<file path="src/hdl/supervisor_pkg.sv">
`default_nettype none

package supervisor_pkg;

    // ------------------------------------------------------------
    // register map (byte addresses)
    // ------------------------------------------------------------
    localparam logic [7:0] REG_RESET_DELAY   = 8'h00;
    localparam logic [7:0] REG_KICK_PERIOD   = 8'h04;
    localparam logic [7:0] REG_EVENT_STATUS  = 8'h08;
    localparam logic [7:0] REG_EVENT_MASK    = 8'h0C;
    localparam logic [7:0] REG_LIVE_STATE    = 8'h10;

    // ------------------------------------------------------------
    // values after reset
    // ------------------------------------------------------------
    localparam logic [31:0] RESET_DELAY_INIT = 32'h0000_1000;
    localparam logic [31:0] KICK_PERIOD_INIT = 32'h0001_0000;
    localparam logic [2:0]  EVENT_MASK_INIT  = 3'h0;

    // window lower limit is the period setting shifted right by this
    localparam int unsigned LOWER_SHIFT = 5;

    // ------------------------------------------------------------
    // event status bit positions
    // ------------------------------------------------------------
    localparam int unsigned EV_SUPV_RESET = 0;
    localparam int unsigned EV_KICK_LATE  = 1;
    localparam int unsigned EV_KICK_EARLY = 2;
    localparam int unsigned EV_COUNT      = 3;

    // ------------------------------------------------------------
    // live state bit positions
    // ------------------------------------------------------------
    localparam int unsigned LS_POWER_GOOD = 0;
    localparam int unsigned LS_KICK_LEVEL = 1;
    localparam int unsigned LS_ENABLE     = 2;
    localparam int unsigned LS_TIMEOUT    = 3;
    localparam int unsigned LS_RESET_N    = 4;
    localparam int unsigned LS_FAULT_N    = 5;

    // ------------------------------------------------------------
    // bus answers
    // ------------------------------------------------------------
    localparam logic [1:0] RESP_OKAY   = 2'h0;
    localparam logic [1:0] RESP_DECERR = 2'h3;

    typedef enum logic [1:0] {
        WD_IDLE,
        WD_WATCH,
        WD_FAULT
    } wd_state_t;

    // synchronised pin with its edges
    typedef struct packed {
        logic level;
        logic rise;
        logic fall;
    } pin_t;

endpackage

`default_nettype wire

</file>
<file path="src/hdl/supervisor_reset_watchdog.sv">
// What this block does
// - power lost: pull supervisor reset low
// - power good: reset held until delay expires
// - reset delay is a software setting
// - enable pin switches watchdog on or off
// - mode pin picks timeout or window supervision
// - timeout mode: any kick edge restarts timer
// - window mode: falls between lower and upper
// - fault holds low for the reset delay
// - fault released on expiry or supervisor reset
// - both limits come from one period setting
// - mode pin low means window mode
// - disabled watchdog keeps fault output high
// - kicks ignored while fault output is low
//
// The register offsets and the AXI4-Lite slave port were left to the implementer.
`timescale 1ns/100ps
`default_nettype none

module supervisor_reset_watchdog
    import supervisor_pkg::*;
(
    // clock and reset
    input  wire logic        sys_clk_in,
    input  wire logic        reset_in,
    // analog comparator and processor pins
    input  wire logic        power_good_in,
    input  wire logic        kick_input_in,
    input  wire logic        kick_monitor_enable_in,
    input  wire logic        timeout_mode_in,
    // supervisor outputs
    output var  logic        supv_reset_n_out,
    output var  logic        kick_fault_n_out,
    output var  logic        irq_out,
    // axi4-lite write address and data
    input  wire logic [7:0]  s_axi_awaddr,
    input  wire logic        s_axi_awvalid,
    output var  logic        s_axi_awready,
    input  wire logic [31:0] s_axi_wdata,
    input  wire logic [3:0]  s_axi_wstrb,
    input  wire logic        s_axi_wvalid,
    output var  logic        s_axi_wready,
    // axi4-lite write response
    output var  logic [1:0]  s_axi_bresp,
    output var  logic        s_axi_bvalid,
    input  wire logic        s_axi_bready,
    // axi4-lite read
    input  wire logic [7:0]  s_axi_araddr,
    input  wire logic        s_axi_arvalid,
    output var  logic        s_axi_arready,
    output var  logic [31:0] s_axi_rdata,
    output var  logic [1:0]  s_axi_rresp,
    output var  logic        s_axi_rvalid,
    input  wire logic        s_axi_rready
);

    // ------------------------------------------------------------
    // state of the whole block
    // ------------------------------------------------------------
    typedef struct packed {
        logic                reset_n;
        logic [31:0]         por_count;
        wd_state_t           wd_state;
        logic [31:0]         wd_count;
        logic                fault_n;
        logic [31:0]         reset_delay;
        logic [31:0]         kick_period_setting;
        logic [EV_COUNT-1:0] status;
        logic [EV_COUNT-1:0] mask;
        logic                irq;
        logic                aw_held;
        logic [7:0]          aw_addr;
        logic                w_held;
        logic [31:0]         w_data;
        logic [3:0]          w_strb;
        logic                awready;
        logic                wready;
        logic                bvalid;
        logic [1:0]          bresp;
        logic                arready;
        logic                rvalid;
        logic [31:0]         rdata;
        logic [1:0]          rresp;
    } state_t;

    state_t state;
    state_t next_state;

    pin_t power_good;
    pin_t kick_input;
    pin_t kick_monitor_enable;
    pin_t timeout_mode;

    // ------------------------------------------------------------
    // pin synchronisers
    // ------------------------------------------------------------
    pin_sync #(.INIT(1'b0)) u_sync_power (
        .sys_clk_in (sys_clk_in),
        .reset_in   (reset_in),
        .pin_in     (power_good_in),
        .pin_out    (power_good)
    );

    pin_sync #(.INIT(1'b0)) u_sync_kick (
        .sys_clk_in (sys_clk_in),
        .reset_in   (reset_in),
        .pin_in     (kick_input_in),
        .pin_out    (kick_input)
    );

    pin_sync #(.INIT(1'b0)) u_sync_enable (
        .sys_clk_in (sys_clk_in),
        .reset_in   (reset_in),
        .pin_in     (kick_monitor_enable_in),
        .pin_out    (kick_monitor_enable)
    );

    pin_sync #(.INIT(1'b1)) u_sync_mode (
        .sys_clk_in (sys_clk_in),
        .reset_in   (reset_in),
        .pin_in     (timeout_mode_in),
        .pin_out    (timeout_mode)
    );

    // ------------------------------------------------------------
    // next state
    // ------------------------------------------------------------
    logic [31:0]         lower_limit;
    logic [EV_COUNT-1:0] events;
    logic                do_write;
    logic                write_hit;
    logic [31:0]         wmask;
    logic [31:0]         live;
    logic                mode_change;

    always_comb begin
        next_state  = state;
        events      = '0;
        lower_limit = state.kick_period_setting >> LOWER_SHIFT;
        mode_change = timeout_mode.rise | timeout_mode.fall;
        wmask       = {{8{state.w_strb[3]}}, {8{state.w_strb[2]}},
                       {8{state.w_strb[1]}}, {8{state.w_strb[0]}}};
        live        = '0;
        live[LS_POWER_GOOD] = power_good.level;
        live[LS_KICK_LEVEL] = kick_input.level;
        live[LS_ENABLE]     = kick_monitor_enable.level;
        live[LS_TIMEOUT]    = timeout_mode.level;
        live[LS_RESET_N]    = state.reset_n;
        live[LS_FAULT_N]    = state.fault_n;

        // power-on reset timer
        if (!power_good.level) begin
            next_state.reset_n   = 1'b0;
            next_state.por_count = '0;
            if (state.reset_n) begin
                events[EV_SUPV_RESET] = 1'b1;
            end
        end else if (!state.reset_n) begin
            // the delay is read live, so a rewrite takes effect at once
            if (state.por_count + 32'h0000_0001 >= state.reset_delay) begin
                next_state.reset_n = 1'b1;
            end else begin
                next_state.por_count = state.por_count + 32'h0000_0001;
            end
        end

        // watchdog
        case (state.wd_state)
            WD_IDLE: begin
                next_state.fault_n  = 1'b1;
                next_state.wd_count = '0;
                if (kick_monitor_enable.level && state.reset_n) begin
                    next_state.wd_state = WD_WATCH;
                end
            end
            WD_WATCH: begin
                next_state.wd_count = state.wd_count + 32'h0000_0001;
                if (mode_change) begin
                    next_state.wd_count = '0;
                end else if (timeout_mode.level) begin
                    if (kick_input.rise || kick_input.fall) begin
                        next_state.wd_count = '0;
                    end else if (state.wd_count + 32'h0000_0001 >= state.kick_period_setting) begin
                        events[EV_KICK_LATE] = 1'b1;
                    end
                end else begin
                    if (kick_input.fall) begin
                        if (state.wd_count < lower_limit) begin
                            events[EV_KICK_EARLY] = 1'b1;
                        end else begin
                            next_state.wd_count = '0;
                        end
                    end else if (state.wd_count + 32'h0000_0001 >= state.kick_period_setting) begin
                        events[EV_KICK_LATE] = 1'b1;
                    end
                end
                if (events[EV_KICK_LATE] || events[EV_KICK_EARLY]) begin
                    next_state.wd_state = WD_FAULT;
                    next_state.fault_n  = 1'b0;
                    next_state.wd_count = '0;
                end
            end
            WD_FAULT: begin
                // kick edges are not looked at here
                next_state.wd_count = state.wd_count + 32'h0000_0001;
                if (state.wd_count + 32'h0000_0001 >= state.reset_delay) begin
                    next_state.wd_state = WD_WATCH;
                    next_state.fault_n  = 1'b1;
                    next_state.wd_count = '0;
                end
            end
            default: begin
                next_state.wd_state = WD_IDLE;
            end
        endcase

        // supervisor reset and disable override the watchdog state above
        if (!power_good.level || !state.reset_n) begin
            next_state.wd_state = WD_IDLE;
            next_state.fault_n  = 1'b1;
            next_state.wd_count = '0;
        end
        if (!kick_monitor_enable.level) begin
            next_state.wd_state = WD_IDLE;
            next_state.fault_n  = 1'b1;
            next_state.wd_count = '0;
        end
        if (!power_good.level || !kick_monitor_enable.level) begin
            events[EV_KICK_LATE]  = 1'b0;
            events[EV_KICK_EARLY] = 1'b0;
        end

        // write channel: address and data taken in either order
        if (s_axi_awvalid && state.awready) begin
            next_state.aw_held = 1'b1;
            next_state.aw_addr = s_axi_awaddr;
        end
        if (s_axi_wvalid && state.wready) begin
            next_state.w_held = 1'b1;
            next_state.w_data = s_axi_wdata;
            next_state.w_strb = s_axi_wstrb;
        end
        if (state.bvalid && s_axi_bready) begin
            next_state.bvalid = 1'b0;
        end
        do_write  = state.aw_held && state.w_held && !state.bvalid;
        write_hit = 1'b0;
        if (do_write) begin
            next_state.aw_held = 1'b0;
            next_state.w_held  = 1'b0;
            next_state.bvalid  = 1'b1;
            write_hit          = 1'b1;
            case (state.aw_addr)
                REG_RESET_DELAY: begin
                    next_state.reset_delay = (state.reset_delay & ~wmask)
                                           | (state.w_data & wmask);
                end
                REG_KICK_PERIOD: begin
                    next_state.kick_period_setting = (state.kick_period_setting & ~wmask)
                                                   | (state.w_data & wmask);
                end
                REG_EVENT_STATUS: begin
                    if (state.w_strb[0]) begin
                        next_state.status = state.status & ~state.w_data[EV_COUNT-1:0];
                    end
                end
                REG_EVENT_MASK: begin
                    if (state.w_strb[0]) begin
                        next_state.mask = state.w_data[EV_COUNT-1:0];
                    end
                end
                REG_LIVE_STATE: begin
                end
                default: begin
                    write_hit = 1'b0;
                end
            endcase
            next_state.bresp = write_hit ? RESP_OKAY : RESP_DECERR;
        end
        // a new event wins over a clear in the same cycle
        next_state.status  = next_state.status | events;
        next_state.irq     = |(next_state.status & next_state.mask);
        next_state.awready = !next_state.aw_held;
        next_state.wready  = !next_state.w_held;

        // read channel: one read under way, answer the cycle after
        if (state.rvalid && s_axi_rready) begin
            next_state.rvalid  = 1'b0;
            next_state.arready = 1'b1;
        end
        if (s_axi_arvalid && state.arready) begin
            next_state.arready = 1'b0;
            next_state.rvalid  = 1'b1;
            next_state.rresp   = RESP_OKAY;
            case (s_axi_araddr)
                REG_RESET_DELAY:  next_state.rdata = state.reset_delay;
                REG_KICK_PERIOD:  next_state.rdata = state.kick_period_setting;
                REG_EVENT_STATUS: next_state.rdata = {{(32-EV_COUNT){1'b0}}, state.status};
                REG_EVENT_MASK:   next_state.rdata = {{(32-EV_COUNT){1'b0}}, state.mask};
                REG_LIVE_STATE:   next_state.rdata = live;
                default: begin
                    next_state.rdata = '0;
                    next_state.rresp = RESP_DECERR;
                end
            endcase
        end
    end

    // ------------------------------------------------------------
    // registers
    // ------------------------------------------------------------
    always_ff @(posedge sys_clk_in or posedge reset_in) begin
        if (reset_in) begin
            state                     <= '0;
            state.wd_state            <= WD_IDLE;
            state.fault_n             <= 1'b1;
            state.reset_delay         <= RESET_DELAY_INIT;
            state.kick_period_setting <= KICK_PERIOD_INIT;
            state.mask                <= EVENT_MASK_INIT;
            state.awready             <= 1'b1;
            state.wready              <= 1'b1;
            state.arready             <= 1'b1;
        end else begin
            state <= next_state;
        end
    end

    // ------------------------------------------------------------
    // outputs, all straight from the state register
    // ------------------------------------------------------------
    always_comb begin
        supv_reset_n_out = state.reset_n;
        kick_fault_n_out = state.fault_n;
        irq_out          = state.irq;
        s_axi_awready    = state.awready;
        s_axi_wready     = state.wready;
        s_axi_bvalid     = state.bvalid;
        s_axi_bresp      = state.bresp;
        s_axi_arready    = state.arready;
        s_axi_rvalid     = state.rvalid;
        s_axi_rdata      = state.rdata;
        s_axi_rresp      = state.rresp;
    end

endmodule

`default_nettype wire

</file>
<file path="src/hdl/pin_sync.sv">
`timescale 1ns/100ps
`default_nettype none

module pin_sync
    import supervisor_pkg::*;
#(
    parameter logic INIT = 1'b0
) (
    // clock and reset
    input  wire logic sys_clk_in,
    input  wire logic reset_in,
    // pin and its synchronised view
    input  wire logic pin_in,
    output var  pin_t pin_out
);

    logic meta;
    logic stable;
    logic last;

    // meta feeds only stable; edges compare stable with last
    always_ff @(posedge sys_clk_in or posedge reset_in) begin
        if (reset_in) begin
            meta   <= INIT;
            stable <= INIT;
            last   <= INIT;
        end else begin
            meta   <= pin_in;
            stable <= meta;
            last   <= stable;
        end
    end

    always_comb begin
        pin_out.level = stable;
        pin_out.rise  = stable & ~last;
        pin_out.fall  = ~stable & last;
    end

endmodule

`default_nettype wire

</file>
<file path="config.mk">
export PLATFORM = sky130hd
export DESIGN_NAME = supervisor_reset_watchdog
export DESIGN_NICKNAME = d
export VERILOG_FILES = /design/src/hdl/supervisor_pkg.sv /design/src/hdl/supervisor_reset_watchdog.sv /design/src/hdl/pin_sync.sv
export SDC_FILE = /design/constraint.sdc
export NUM_CORES = 1
export LEC_CHECK = 0
export BUFFER_PORTS_ARGS = -buffer_cell sky130_fd_sc_hd__buf_2
export CORE_UTILIZATION = 39
export CTS_CLUSTER_SIZE = 40
export DETAILED_ROUTE_END_ITERATION = 8
export HOLD_SLACK_MARGIN = 0.1
export PLACE_DENSITY = 0.6
export RECOVER_POWER = 100
export SYNTH_ARGS = -nofsm -noshare
export SYNTH_HDL_FRONTEND = slang
export SYNTH_HIERARCHICAL = 1
export SYNTH_SLANG_ARGS = --single-unit
</file>
<file path="constraint.sdc">
create_clock -name sys_clk_in -period 8.7 [get_ports sys_clk_in]
set_input_delay 1.74 -clock sys_clk_in [delete_from_list [all_inputs] [get_ports sys_clk_in]]
set_output_delay 1.74 -clock sys_clk_in [all_outputs]
set_load 0.03 [all_outputs]
</file>
==> results.md, run 1 <==
* Slew margin rel. at -1.72
* Post-DP HPWL at ~26 mm
* 1st-iter DRT viols at between 600 and 700
* Area Growth Syn to Fin at 12.0%
* Largest net degree at the start of global routing at 86
* Max-cap violation count at 5
* Worst-path fanout max at 25
* Unrepaired setup endpoints after global routing: false
* # clock sinks at approximately 230
* CTS max path bufs at 3
* Worst R2R Start: state[193]$_DFFE_PP0P_
* CP Data Required Time at between 9 and 10 ns
* Via count at about 11000
* Num CTS Buffers at 29
* Port buffer count at between 100 and 150
* WS Path Type: reg2reg
* Clock skew at about 0.015 ns
* DRT Wirelength at between 30 and 40 mm
* # IOs at around 110
* CP endpoint kind: flip-flop
* Post-CTS Setup Bufs at 0
* Post-Syn Area at approximately 0.014 mm^2
* Period utilisation layout at 0.707
* Overall power at about 3.6 mW
* Pins Over Slew Limit at about 310
* Hold depth at 0
* Net Count, Synth at 1602
* Setup TNS at 0 ns
* Peak supply drop at ~0.14 mV
* # DRC at 0
* Core area at between 0.03 and 0.04 mm^2
* Cts hold-fix bufs at 0
* Vias per std cell at ~5.5
* # diodes at 0
* Failing checks: capacitance limit, slew limit
* Placed Cells at 1889
* Mean Syn Cell Area at just under 10 um^2
* Status: finished with violations
* Worst endpoint data arrival time at about 6.6 ns
* Multi-input logic area at roughly 0.007 mm^2
* GP Congestion at around 0.9
* Actual slew at the worst max-slew pin at roughly 4 ns
* Resize count post-CTS at 0
* Seq. cell area at a little under 0.006 mm^2
* Flop2flop setup slack at 2.55 ns
* Startpoint Class: flip-flop
* Fillcell total at 3377
* Setup crit start: state[193]$_DFFE_PP0P_
* PD cells at between 200 and 250 mW/mm^2
* Worst-Skew Late Latency at around 0.55 ns
* Initial antenna violation count at 0
* Final hold vios at 0
* Clock transition at the registers of the reported paths at around 0.06 ns
* Final setup vio count at 0
* Highest Clock Rate at around 160 MHz
* Vias in the first global route at around 10000
* Cells after synthesis at 1411
* Nets at about 1700
* Synthesis warning total at 6
* Overall routing resource usage at 0.196
* First-pass GRT wire length at roughly 57 mm
* Worst Hold Class: reg2reg
* Full die area at approximately 0.037 mm^2
* Worst hold start: u_sync_enable/meta$_DFF_PP0_
* Remaining Overflow, GRT at 0
* Drt pass-1 iters at 6
* CTS tree: yes
* DIE HEIGHT at around 190 um
* Fin Hold WS at 0.346 ns
* Lkg Pwr at slightly above 7 nW
* Clock H-tree levels at 1
* Share of layout cells above drive strength 1 at 0.153
* Post-layout min period at 6.15 ns
* Chip width at around 190 um
* Initial Util at 0.400
* Finished Layout Cells at about 1900
* WL per Instance at between 15 and 20 um
* # rows at just under 70
* R2R depth at 18
* Root Buffer: clkbuf_16
* Antenna violation net count after detailed routing at 0
-- power breakdown --
| part | leakage, nW | total (mW) | internal [mW] | switching (mW) |
|---|---|---|---|---|
| combinational | 3.44 | 0.870 | 0.327 | 0.544 |
| clock | 0.538 | 1.34 | 0.855 | 0.486 |
| sequential | 3.10 | 1.41 | 1.27 | 0.147 |
-- path summary, 6_finish.rpt --
| kind | end |
|---|---|
| setup / recovery | state[209]$_DFFE_PP0P_ |
| hold / removal | u_sync_enable/stable$_DFF_PP0_ |
| setup reg to reg | state[209]$_DFFE_PP0P_ |
| hold reg to reg | u_sync_enable/stable$_DFF_PP0_ |
| max in group asynchronous | s_axi_rdata[15]$_DFFE_PP0P_ |
| min in group asynchronous | u_sync_enable/stable$_DFF_PP0_ |
-- metal layers --
layer,part of all wire,vias to the layer above,GRT usage
met1,0.46,5226,0.271
li1,-,5098,-
met3,0.048,55,0.0246
met5,0,-,0
met4,0.022,0,0.0522
met2,0.47,230,0.321
-- stage by stage --
stage | area (um^2) | worst slack, ns | util
finish | 15600 | 2.55 | 0.448
CTS | 15700 | 3.24 | 0.451
floorplan | 13900 | 0.835 | -
detailed placement | 14600 | 3.30 | 0.420
global placement | 14600 | 3.51 | 0.420
global route | 15600 | 1.95 | 0.448
-- cell usage in the layout, fill, tap and decap left out, types with 8 or more instances in the layout --
master	count
xor2_1	30
o21a_1	14
clkbuf_16	29
xnor2_1	38
nor3_1	22
a211oi_1	12
ha_1	128
inv_1	90
nand3_1	59
a21boi_0	13
a21oi_1	59
nor2_1	41
clkbuf_1	50
clkbuf_8	8
and3_1	19
dfstp_2	8
a22o_1	19
mux2_2	82
o21ai_0	113
a22oi_1	29
mux2i_1	14
or3_1	10
nand2_1	143
nor2b_1	14
dfrtp_1	225
nand4_1	23
a21o_1	14
buf_2	61
-- cell type report --
cell class / instances / area share
multi-input combinational: 991 / 0.462
sequential: 234 / 0.376
clock buffer: 38 / 0.0538
tap: 455 / 0.0365
timing repair buffer: 118 / 0.0349
inverter: 91 / 0.0220
clock inverter: 16 / 0.0156
-- critical path: stages (launching register included) --
cell,delay (ns)
dfrtp_1,0.45
ha_1,0.26
nand2_1,0.09
nor3_1,0.49
nand4_1,0.28
nor2_1,0.29
nand3_1,0.30
nor3_1,0.44
xor2_1,0.18
ha_1,0.26
a21o_1,0.18
a221oi_1,0.29
nand4_1,0.14
a31oi_1,0.16
clkbuf_1,0.52
nor2_1,0.41
clkbuf_1,0.51
or4_1,0.63
a21boi_0,0.17
Note: power is estimated with default switching activity, not from simulation.
==> run 2, diff against run 1 <==
==> constraint.sdc (replaced) <==
create_clock -name sys_clk_in -period 6.1 [get_ports sys_clk_in]
set_input_delay 1.22 -clock sys_clk_in [delete_from_list [all_inputs] [get_ports sys_clk_in]]
set_output_delay 1.22 -clock sys_clk_in [all_outputs]
set_load 0.03 [all_outputs]
==> run 2 against run 1 <==
- core utilization decreased by 0.32 points
- fmax increased by 20%
- total power up 38%
- largest cell class unchanged
- the run still ends with capacitance limit, slew limit left
==> results.md, run 2 (synthesis gave the netlist of run 1 again) <==
* Status: finished with violations (unchanged)
* Failing checks: capacitance limit, slew limit (unchanged)
* Final hold vios at 0 (unchanged)
* # clock sinks at 234 (unchanged)
* Resize count post-CTS at 0 (unchanged)
* Clock H-tree levels at 1 (unchanged)
* Highest Clock Rate at 195 MHz (was 162 MHz)
* PD cells at 324 mW/mm^2 (was 232 mW/mm^2)
* Peak supply drop at 0.207 mV (was 0.143 mV)
* Clock transition at the registers of the reported paths at 0.06 ns (about the same)
* WL per Instance at 18.0 um (was 18.1 um)
* Pins Over Slew Limit at 303 (was 306)
* Core area at 0.0349 mm^2 (unchanged)
* # diodes at 0 (unchanged)
* Via count at 10500 (was 10600)
* Full die area at 0.0365 mm^2 (unchanged)
* Share of layout cells above drive strength 1 at 0.148 (was 0.153)
* Combinational Power Share at 0.251 (was 0.240)
* Actual slew at the worst max-slew pin at 3.95 ns (was 4.06 ns)
* Dpl cell area at 0.0147 mm^2 (was 0.0146 mm^2)
* Period utilisation layout at 0.841 (was 0.707)
* CP Data Required Time at 6.57 ns (was 9.17 ns)
* # DRC at 0 (unchanged)
* Worst R2R Start: state[159]$_DFFE_PP0N_ (was state[193]$_DFFE_PP0P_)
* Worst hold start: u_sync_enable/meta$_DFF_PP0_ (unchanged)
* Lkg Pwr at 7.01 nW (was 7.08 nW)
* Unrepaired setup endpoints after global routing: false (unchanged)
* CP endpoint kind: flip-flop (unchanged)
* Post-CTS Setup Bufs at 0 (unchanged)
* Setup TNS at 0 ns (unchanged)
* Area Growth Syn to Fin at 11.2% (was 12.0%)
* Overall routing resource usage at 0.196 (about the same)
* CTS max path bufs at 3 (unchanged)
* Drt pass-1 iters at 7 (was 6)
* Initial Util at 0.400 (unchanged)
* Largest net degree at the start of global routing at 158 (was 86)
* Post-DP HPWL at 25.5 mm (was 26.0 mm)
* Num CTS Buffers at 27 (was 29)
* WS Path Type: reg2reg (unchanged)
* Fillcell total at 3384 (was 3377)
* Commonest non-fill, non-tap cell in the layout: dfrtp_1 (unchanged)
* Slew margin rel. at -1.63 (was -1.72)
* Vias per std cell at 5.43 (was 5.46)
* # IOs at 107 (unchanged)
* Final setup vio count at 0 (unchanged)
* Worst Hold Class: reg2reg (unchanged)
* Final instance area at 0.0155 mm^2 (was 0.0156 mm^2)
* Chip width at 191 um (unchanged)
* Clock power share at 0.348 (was 0.370)
* Worst-path fanout max at 43 (was 25)
* Clock skew at 0.00828 ns (was 0.0147 ns)
* Setup crit start: state[159]$_DFFE_PP0N_ (was state[193]$_DFFE_PP0P_)
* Remaining Overflow, GRT at 0 (unchanged)
* Antenna violation net count after detailed routing at 0 (unchanged)
* Sequential power share at 0.400 (was 0.390)
* # rows at 68 (unchanged)
* Worst endpoint data arrival time at 5.60 ns (was 6.62 ns)
* DRT Wirelength at 35.0 mm (was 35.2 mm)
* P_int at 3.36 mW (was 2.45 mW)
* Root Buffer: clkbuf_16 (unchanged)
* CTS tree: yes (unchanged)
* Overall power at 5.02 mW (was 3.62 mW)
* Initial antenna violation count at 0 (unchanged)
* First-pass GRT wire length at 56.8 mm (was 56.5 mm)
* Startpoint Class: flip-flop (unchanged)
* Max-cap violation count at 4 (was 5)
* Sw Share at 0.331 (was 0.325)
* Seq. cell area at 0.00587 mm^2 (unchanged)
* Post-layout min period at 5.13 ns (was 6.15 ns)
* Nets at 1654 (was 1656)
* Cts hold-fix bufs at 0 (unchanged)
* Vias in the first global route at 10400 (about the same)
* Multi-input logic area at 0.00722 mm^2 (was 0.00721 mm^2)
* 1st-iter DRT viols at 787 (was 693)
* Port buffer count at 106 (unchanged)
* Most frequent cells in the layout: 225 x dfrtp_1, 143 x nand2_1, 128 x ha_1 (unchanged)
* GP Congestion at 0.842 (was 0.887)
* Worst-Skew Late Latency at 0.55 ns (about the same)
* DIE HEIGHT at 191 um (unchanged)
* Sw power at 1.66 mW (was 1.18 mW)
run 2: area by class of cell:
type | instances | area share
Timing Repair Buffer | 118 | 0.0353
Sequential cell | 234 | 0.378
Clock buffer | 33 | 0.0470
Clock inverter | 16 | 0.0149
Tap cell | 455 | 0.0367
Multi-Input combinational cell | 991 | 0.465
Inverter | 91 | 0.0223
run 2: power by group through the flow:
stage | clock network (mW) | logic [mW] | registers (mW)
after CTS | 1.79 | 1.27 | 2.01
after global routing | 1.86 | 1.40 | 2.05
after floorplan | 0 | 0.877 | 1.99
after global placement | 0 | 1.25 | 2.03
final | 1.75 | 1.26 | 2.01
after detailed placement | 0 | 1.27 | 2.04
run 2: stage by stage:
| step | setup WS [ns] | hold WS, ns | cells | utilization |
|---|---|---|---|---|
| 2_1_floorplan | 1.96 | 0.331 | 1411 | - |
| 3_3_place_gp | 1.41 | 0.334 | 1889 | 0.420 |
| 3_5_place_dp | 1.24 | 0.335 | 1889 | 0.420 |
| 4_1_cts | 1.19 | 0.348 | 1938 | 0.447 |
| 5_1_grt | 0.413 | 0.357 | 1938 | 0.445 |
| 6_report | 0.970 | 0.346 | 1938 | 0.445 |
run 2: path summary, 6_finish.rpt:
check | to | slack [ns] | depth (start not counted)
hold / removal | u_sync_enable/stable$_DFF_PP0_ | 0.35 | 0
hold reg to reg | u_sync_enable/stable$_DFF_PP0_ | 0.35 | 0
min in group asynchronous | u_sync_power/meta$_DFF_PP0_ | 0.61 | 2
max in group asynchronous | asynchronous set/reset pin | 1.54 | 3
setup reg to reg | state[185]$_DFFE_PP0N_ | 0.97 | 17
setup / recovery | state[185]$_DFFE_PP0N_ | 0.97 | 17
run 2: worst max-delay path: stages, from the launching register on:
cell and delay (ns):
dfrtp_1 0.47, ha_1 0.33, nand3_1 0.22, nor3_1 0.58, and3_1 0.35, and3_1 0.41
nand2_1 0.14, xnor2_1 0.24, ha_1 0.30, nand4_1 0.15, nor2_1 0.08, a22o_1 0.21
nor3_1 0.29, nand3_1 0.35, a21oi_2 0.20, buf_4 0.42, nand4_1 0.14, mux2i_1 0.15
run 2: routing by layer:
layer,share of wire,vias up,track usage
met5,0,-,0
met4,0.020,0,0.0513
li1,-,5097,-
met3,0.044,46,0.0264
met2,0.48,209,0.327
met1,0.46,5177,0.267
==> run 3, diff against run 2 <==
--- a/config.mk
+++ b/config.mk
@@ -5,12 +5,13 @@
 export SDC_FILE = /design/constraint.sdc
 export NUM_CORES = 1
 export LEC_CHECK = 0
+export ABC_AREA = 1
 export BUFFER_PORTS_ARGS = -buffer_cell sky130_fd_sc_hd__buf_2
 export CORE_UTILIZATION = 39
 export CTS_CLUSTER_SIZE = 40
 export DETAILED_ROUTE_END_ITERATION = 8
 export HOLD_SLACK_MARGIN = 0.1
-export PLACE_DENSITY = 0.6
+export PLACE_DENSITY = 0.62
 export RECOVER_POWER = 100
 export SYNTH_ARGS = -nofsm -noshare
 export SYNTH_HDL_FRONTEND = slang
==> constraint.sdc (replaced) <==
create_clock -name sys_clk_in -period 4.4 [get_ports sys_clk_in]
set_input_delay 0.88 -clock sys_clk_in [delete_from_list [all_inputs] [get_ports sys_clk_in]]
set_output_delay 0.88 -clock sys_clk_in [all_outputs]
set_load 0.03 [all_outputs]
==> run 3 against run 2 <==
- the run still ends with capacitance limit, slew limit left
- synthesized area is 2.8% higher
- count of clock-buffer cells in the layout up 6
- sequential share of layout area fell by 0.89 points
- clock skew rose by 0.012 ns
- via count rose by 14%
==> results.md, run 3 <==
* Pins Over Slew Limit at 312 (was 303)
* First-pass GRT wire length at 63.1 mm (was 56.8 mm)
* Commonest non-fill, non-tap cell in the layout: nand2_1 (was dfrtp_1)
* Remaining Overflow, GRT at 0 (unchanged)
* # diodes at 0 (unchanged)
* Unrepaired setup endpoints after global routing: false (unchanged)
* Initial antenna violation count at 0 (unchanged)
* Core area at 0.0358 mm^2 (was 0.0349 mm^2)
* Setup ws final at 0.335 ns (was 0.970 ns)
* 1st-iter DRT viols at 859 (was 787)
* Post-layout min period at 4.06 ns (was 5.13 ns)
* GP Congestion at 0.932 (was 0.842)
* Share of layout cells above drive strength 1 at 0.0805 (was 0.148)
* WS Path Type: reg2reg (unchanged)
* Failing checks: capacitance limit, slew limit (unchanged)
* Clock power share at 0.300 (was 0.348)
* DIE HEIGHT at 194 um (was 191 um)
* Worst Hold Class: in2async (was reg2reg)
* CTS tree: yes (unchanged)
* Sequential power share at 0.349 (was 0.400)
* Lkg Pwr at 8.11 nW (was 7.01 nW)
* Worst endpoint data arrival time at 4.46 ns (was 5.60 ns)
* Setup TNS at 0 ns (unchanged)
* Final hold vios at 0 (unchanged)
* Overall routing resource usage at 0.210 (was 0.196)
* Synthesis warning total at 6 (unchanged)
* Via count at 12000 (was 10500)
* Startpoint Class: flip-flop (unchanged)
* Period utilisation layout at 0.924 (was 0.841)
* Combinational Power Share at 0.352 (was 0.251)
* Post-Place Setup Slack at 0.242 ns (was 1.24 ns)
* Cells after synthesis at 1840 (was 1411)
* Peak supply drop at 0.378 mV (was 0.207 mV)
* Fin Hold WS at 0.235 ns (was 0.346 ns)
* Root Buffer: clkbuf_16 (unchanged)
* Highest Clock Rate at 246 MHz (was 195 MHz)
* WL per Instance at 16.4 um (was 18.0 um)
* # clock sinks at 234 (unchanged)
* Mean Syn Cell Area at 7.79 um^2 (was 9.88 um^2)
* Post-DP HPWL at 29.5 mm (was 25.5 mm)
* Port buffer count at 106 (unchanged)
* Status: finished with violations (unchanged)
* Clock skew at 0.0204 ns (was 0.00828 ns)
* P_int at 4.89 mW (was 3.36 mW)
* Clock H-tree levels at 1 (unchanged)
* CP Data Required Time at 4.79 ns (was 6.57 ns)
* Area Growth Syn to Fin at 10.8% (was 11.2%)
* # IOs at 107 (unchanged)
* Sw Share at 0.396 (was 0.331)
* Final setup vio count at 0 (unchanged)
* Worst-Skew Late Latency at 0.55 ns (about the same)
* Chip width at 194 um (was 191 um)
* Largest net degree at the start of global routing at 84 (was 158)
* Dpl cell area at 0.0150 mm^2 (was 0.0147 mm^2)
* CP endpoint kind: flip-flop (unchanged)
* Vias in the first global route at 11800 (was 10400)
* Initial Util at 0.400 (about the same)
* CTS max path bufs at 3 (unchanged)
* Finished Core Util at 0.443 (was 0.445)
* Post-Syn Area at 0.0143 mm^2 (was 0.0139 mm^2)
* Max-cap violation count at 6 (was 4)
* Actual slew at the worst max-slew pin at 2.23 ns (was 3.95 ns)
* Most frequent cells in the layout: 514 x nand2_1, 240 x inv_1, 225 x dfrtp_1 (was 225 x dfrtp_1, 143 x nand2_1, 128 x ha_1)
* Drt pass-1 iters at 6 (was 7)
* Cts hold-fix bufs at 0 (unchanged)
* Sw power at 3.20 mW (was 1.66 mW)
* DRT Wirelength at 39.0 mm (was 35.0 mm)
* Num CTS Buffers at 27 (unchanged)
* PD cells at 510 mW/mm^2 (was 324 mW/mm^2)
* Net Count, Synth at 2031 (was 1602)
* Full die area at 0.0375 mm^2 (was 0.0365 mm^2)
* Vias per std cell at 5.08 (was 5.43)
* # DRC at 0 (unchanged)
* Antenna violation net count after detailed routing at 0 (unchanged)
* Slew margin rel. at -0.487 (was -1.63)
* Nets at 2083 (was 1654)
* Worst-path fanout max at 65 (was 43)
* Clock transition at the registers of the reported paths at 0.06 ns (about the same)
* # rows at 69 (was 68)
* Final instance area at 0.0159 mm^2 (was 0.0155 mm^2)
-- run 3: power by group through the flow --
| stage | clock network [mW] | registers, mW | logic (mW) |
|---|---|---|---|
| floorplan | 0 | 2.85 | 2.03 |
| global placement | 0 | 2.84 | 2.78 |
| finish | 2.43 | 2.82 | 2.85 |
| CTS | 2.48 | 2.82 | 2.86 |
| detailed placement | 0 | 2.85 | 2.84 |
| global route | 2.57 | 2.87 | 3.26 |
-- run 3: routing by layer --
metal | part of all wire | global-route usage | wire, um
met5 | 0 | 0 | 0
met4 | 0.032 | 0.0723 | 1230
met3 | 0.053 | 0.0289 | 2080
met2 | 0.45 | 0.339 | 17500
met1 | 0.47 | 0.288 | 18200
-- run 3: area by class of cell --
type / instances / area, um^2
fill: 3579 / 19900
multi-input combinational: 1264 / 7000
sequential: 234 / 5870
inverter: 246 / 926
clock buffer: 39 / 751
tap: 461 / 577
timing repair buffer: 119 / 558
clock inverter: 10 / 204
-- run 3: stage by stage --
| stage | power [mW] | cells |
|---|---|---|
| 6_report | 8.10 | 2373 |
| 5_1_grt | 8.69 | 2373 |
| 4_1_cts | 8.16 | 2373 |
| 3_5_place_dp | 5.70 | 2324 |
| 3_3_place_gp | 5.62 | 2324 |
| 2_1_floorplan | 4.88 | 1840 |
-- run 3: worst paths after layout --
path                                        startpoint                       endpoint  slack, ns  depth (start not counted)
setup / recovery                state[193]$_DFFE_PP0P_         state[224]$_DFFE_PP0P_       0.34                         23
hold / removal                                reset_in  u_sync_power/stable$_DFF_PP0_       0.24                          2
setup reg to reg                state[193]$_DFFE_PP0P_         state[224]$_DFFE_PP0P_       0.34                         23
hold reg to reg            u_sync_power/meta$_DFF_PP0_  u_sync_power/stable$_DFF_PP0_       0.35                          0
max in group asynchronous                     reset_in    s_axi_rdata[15]$_DFFE_PP0P_       0.79                          3
min in group sys_clk_in    u_sync_power/meta$_DFF_PP0_  u_sync_power/stable$_DFF_PP0_       0.35                          0
-- run 3: critical path, stage by stage, from the launching register on --
cell and delay (ns):
dfrtp_1 0.44, ha_1 0.20, nand2_1 0.06, inv_1 0.10, nand3_2 0.10, inv_1 0.09, nand2_1 0.08, nor2_2 0.13
nand2_1 0.11, nor2_2 0.15, nand2_1 0.10, xor2_1 0.19, clkinv_2 0.11, ha_1 0.28, nand2_1 0.06, nor2_1 0.11
nand2_1 0.11, nor4_2 0.42, nand4_1 0.16, nand3_1 0.13, nand2_1 0.06, nand2_1 0.08, buf_4 0.47, o21ai_0 0.16
-- run 3: timing repair --
action	in CTS	in global routing
resized for setup	0	1
buffers inserted	0	0
hold endpoints to repair	0	0
endpoints found under the setup margin	0	35
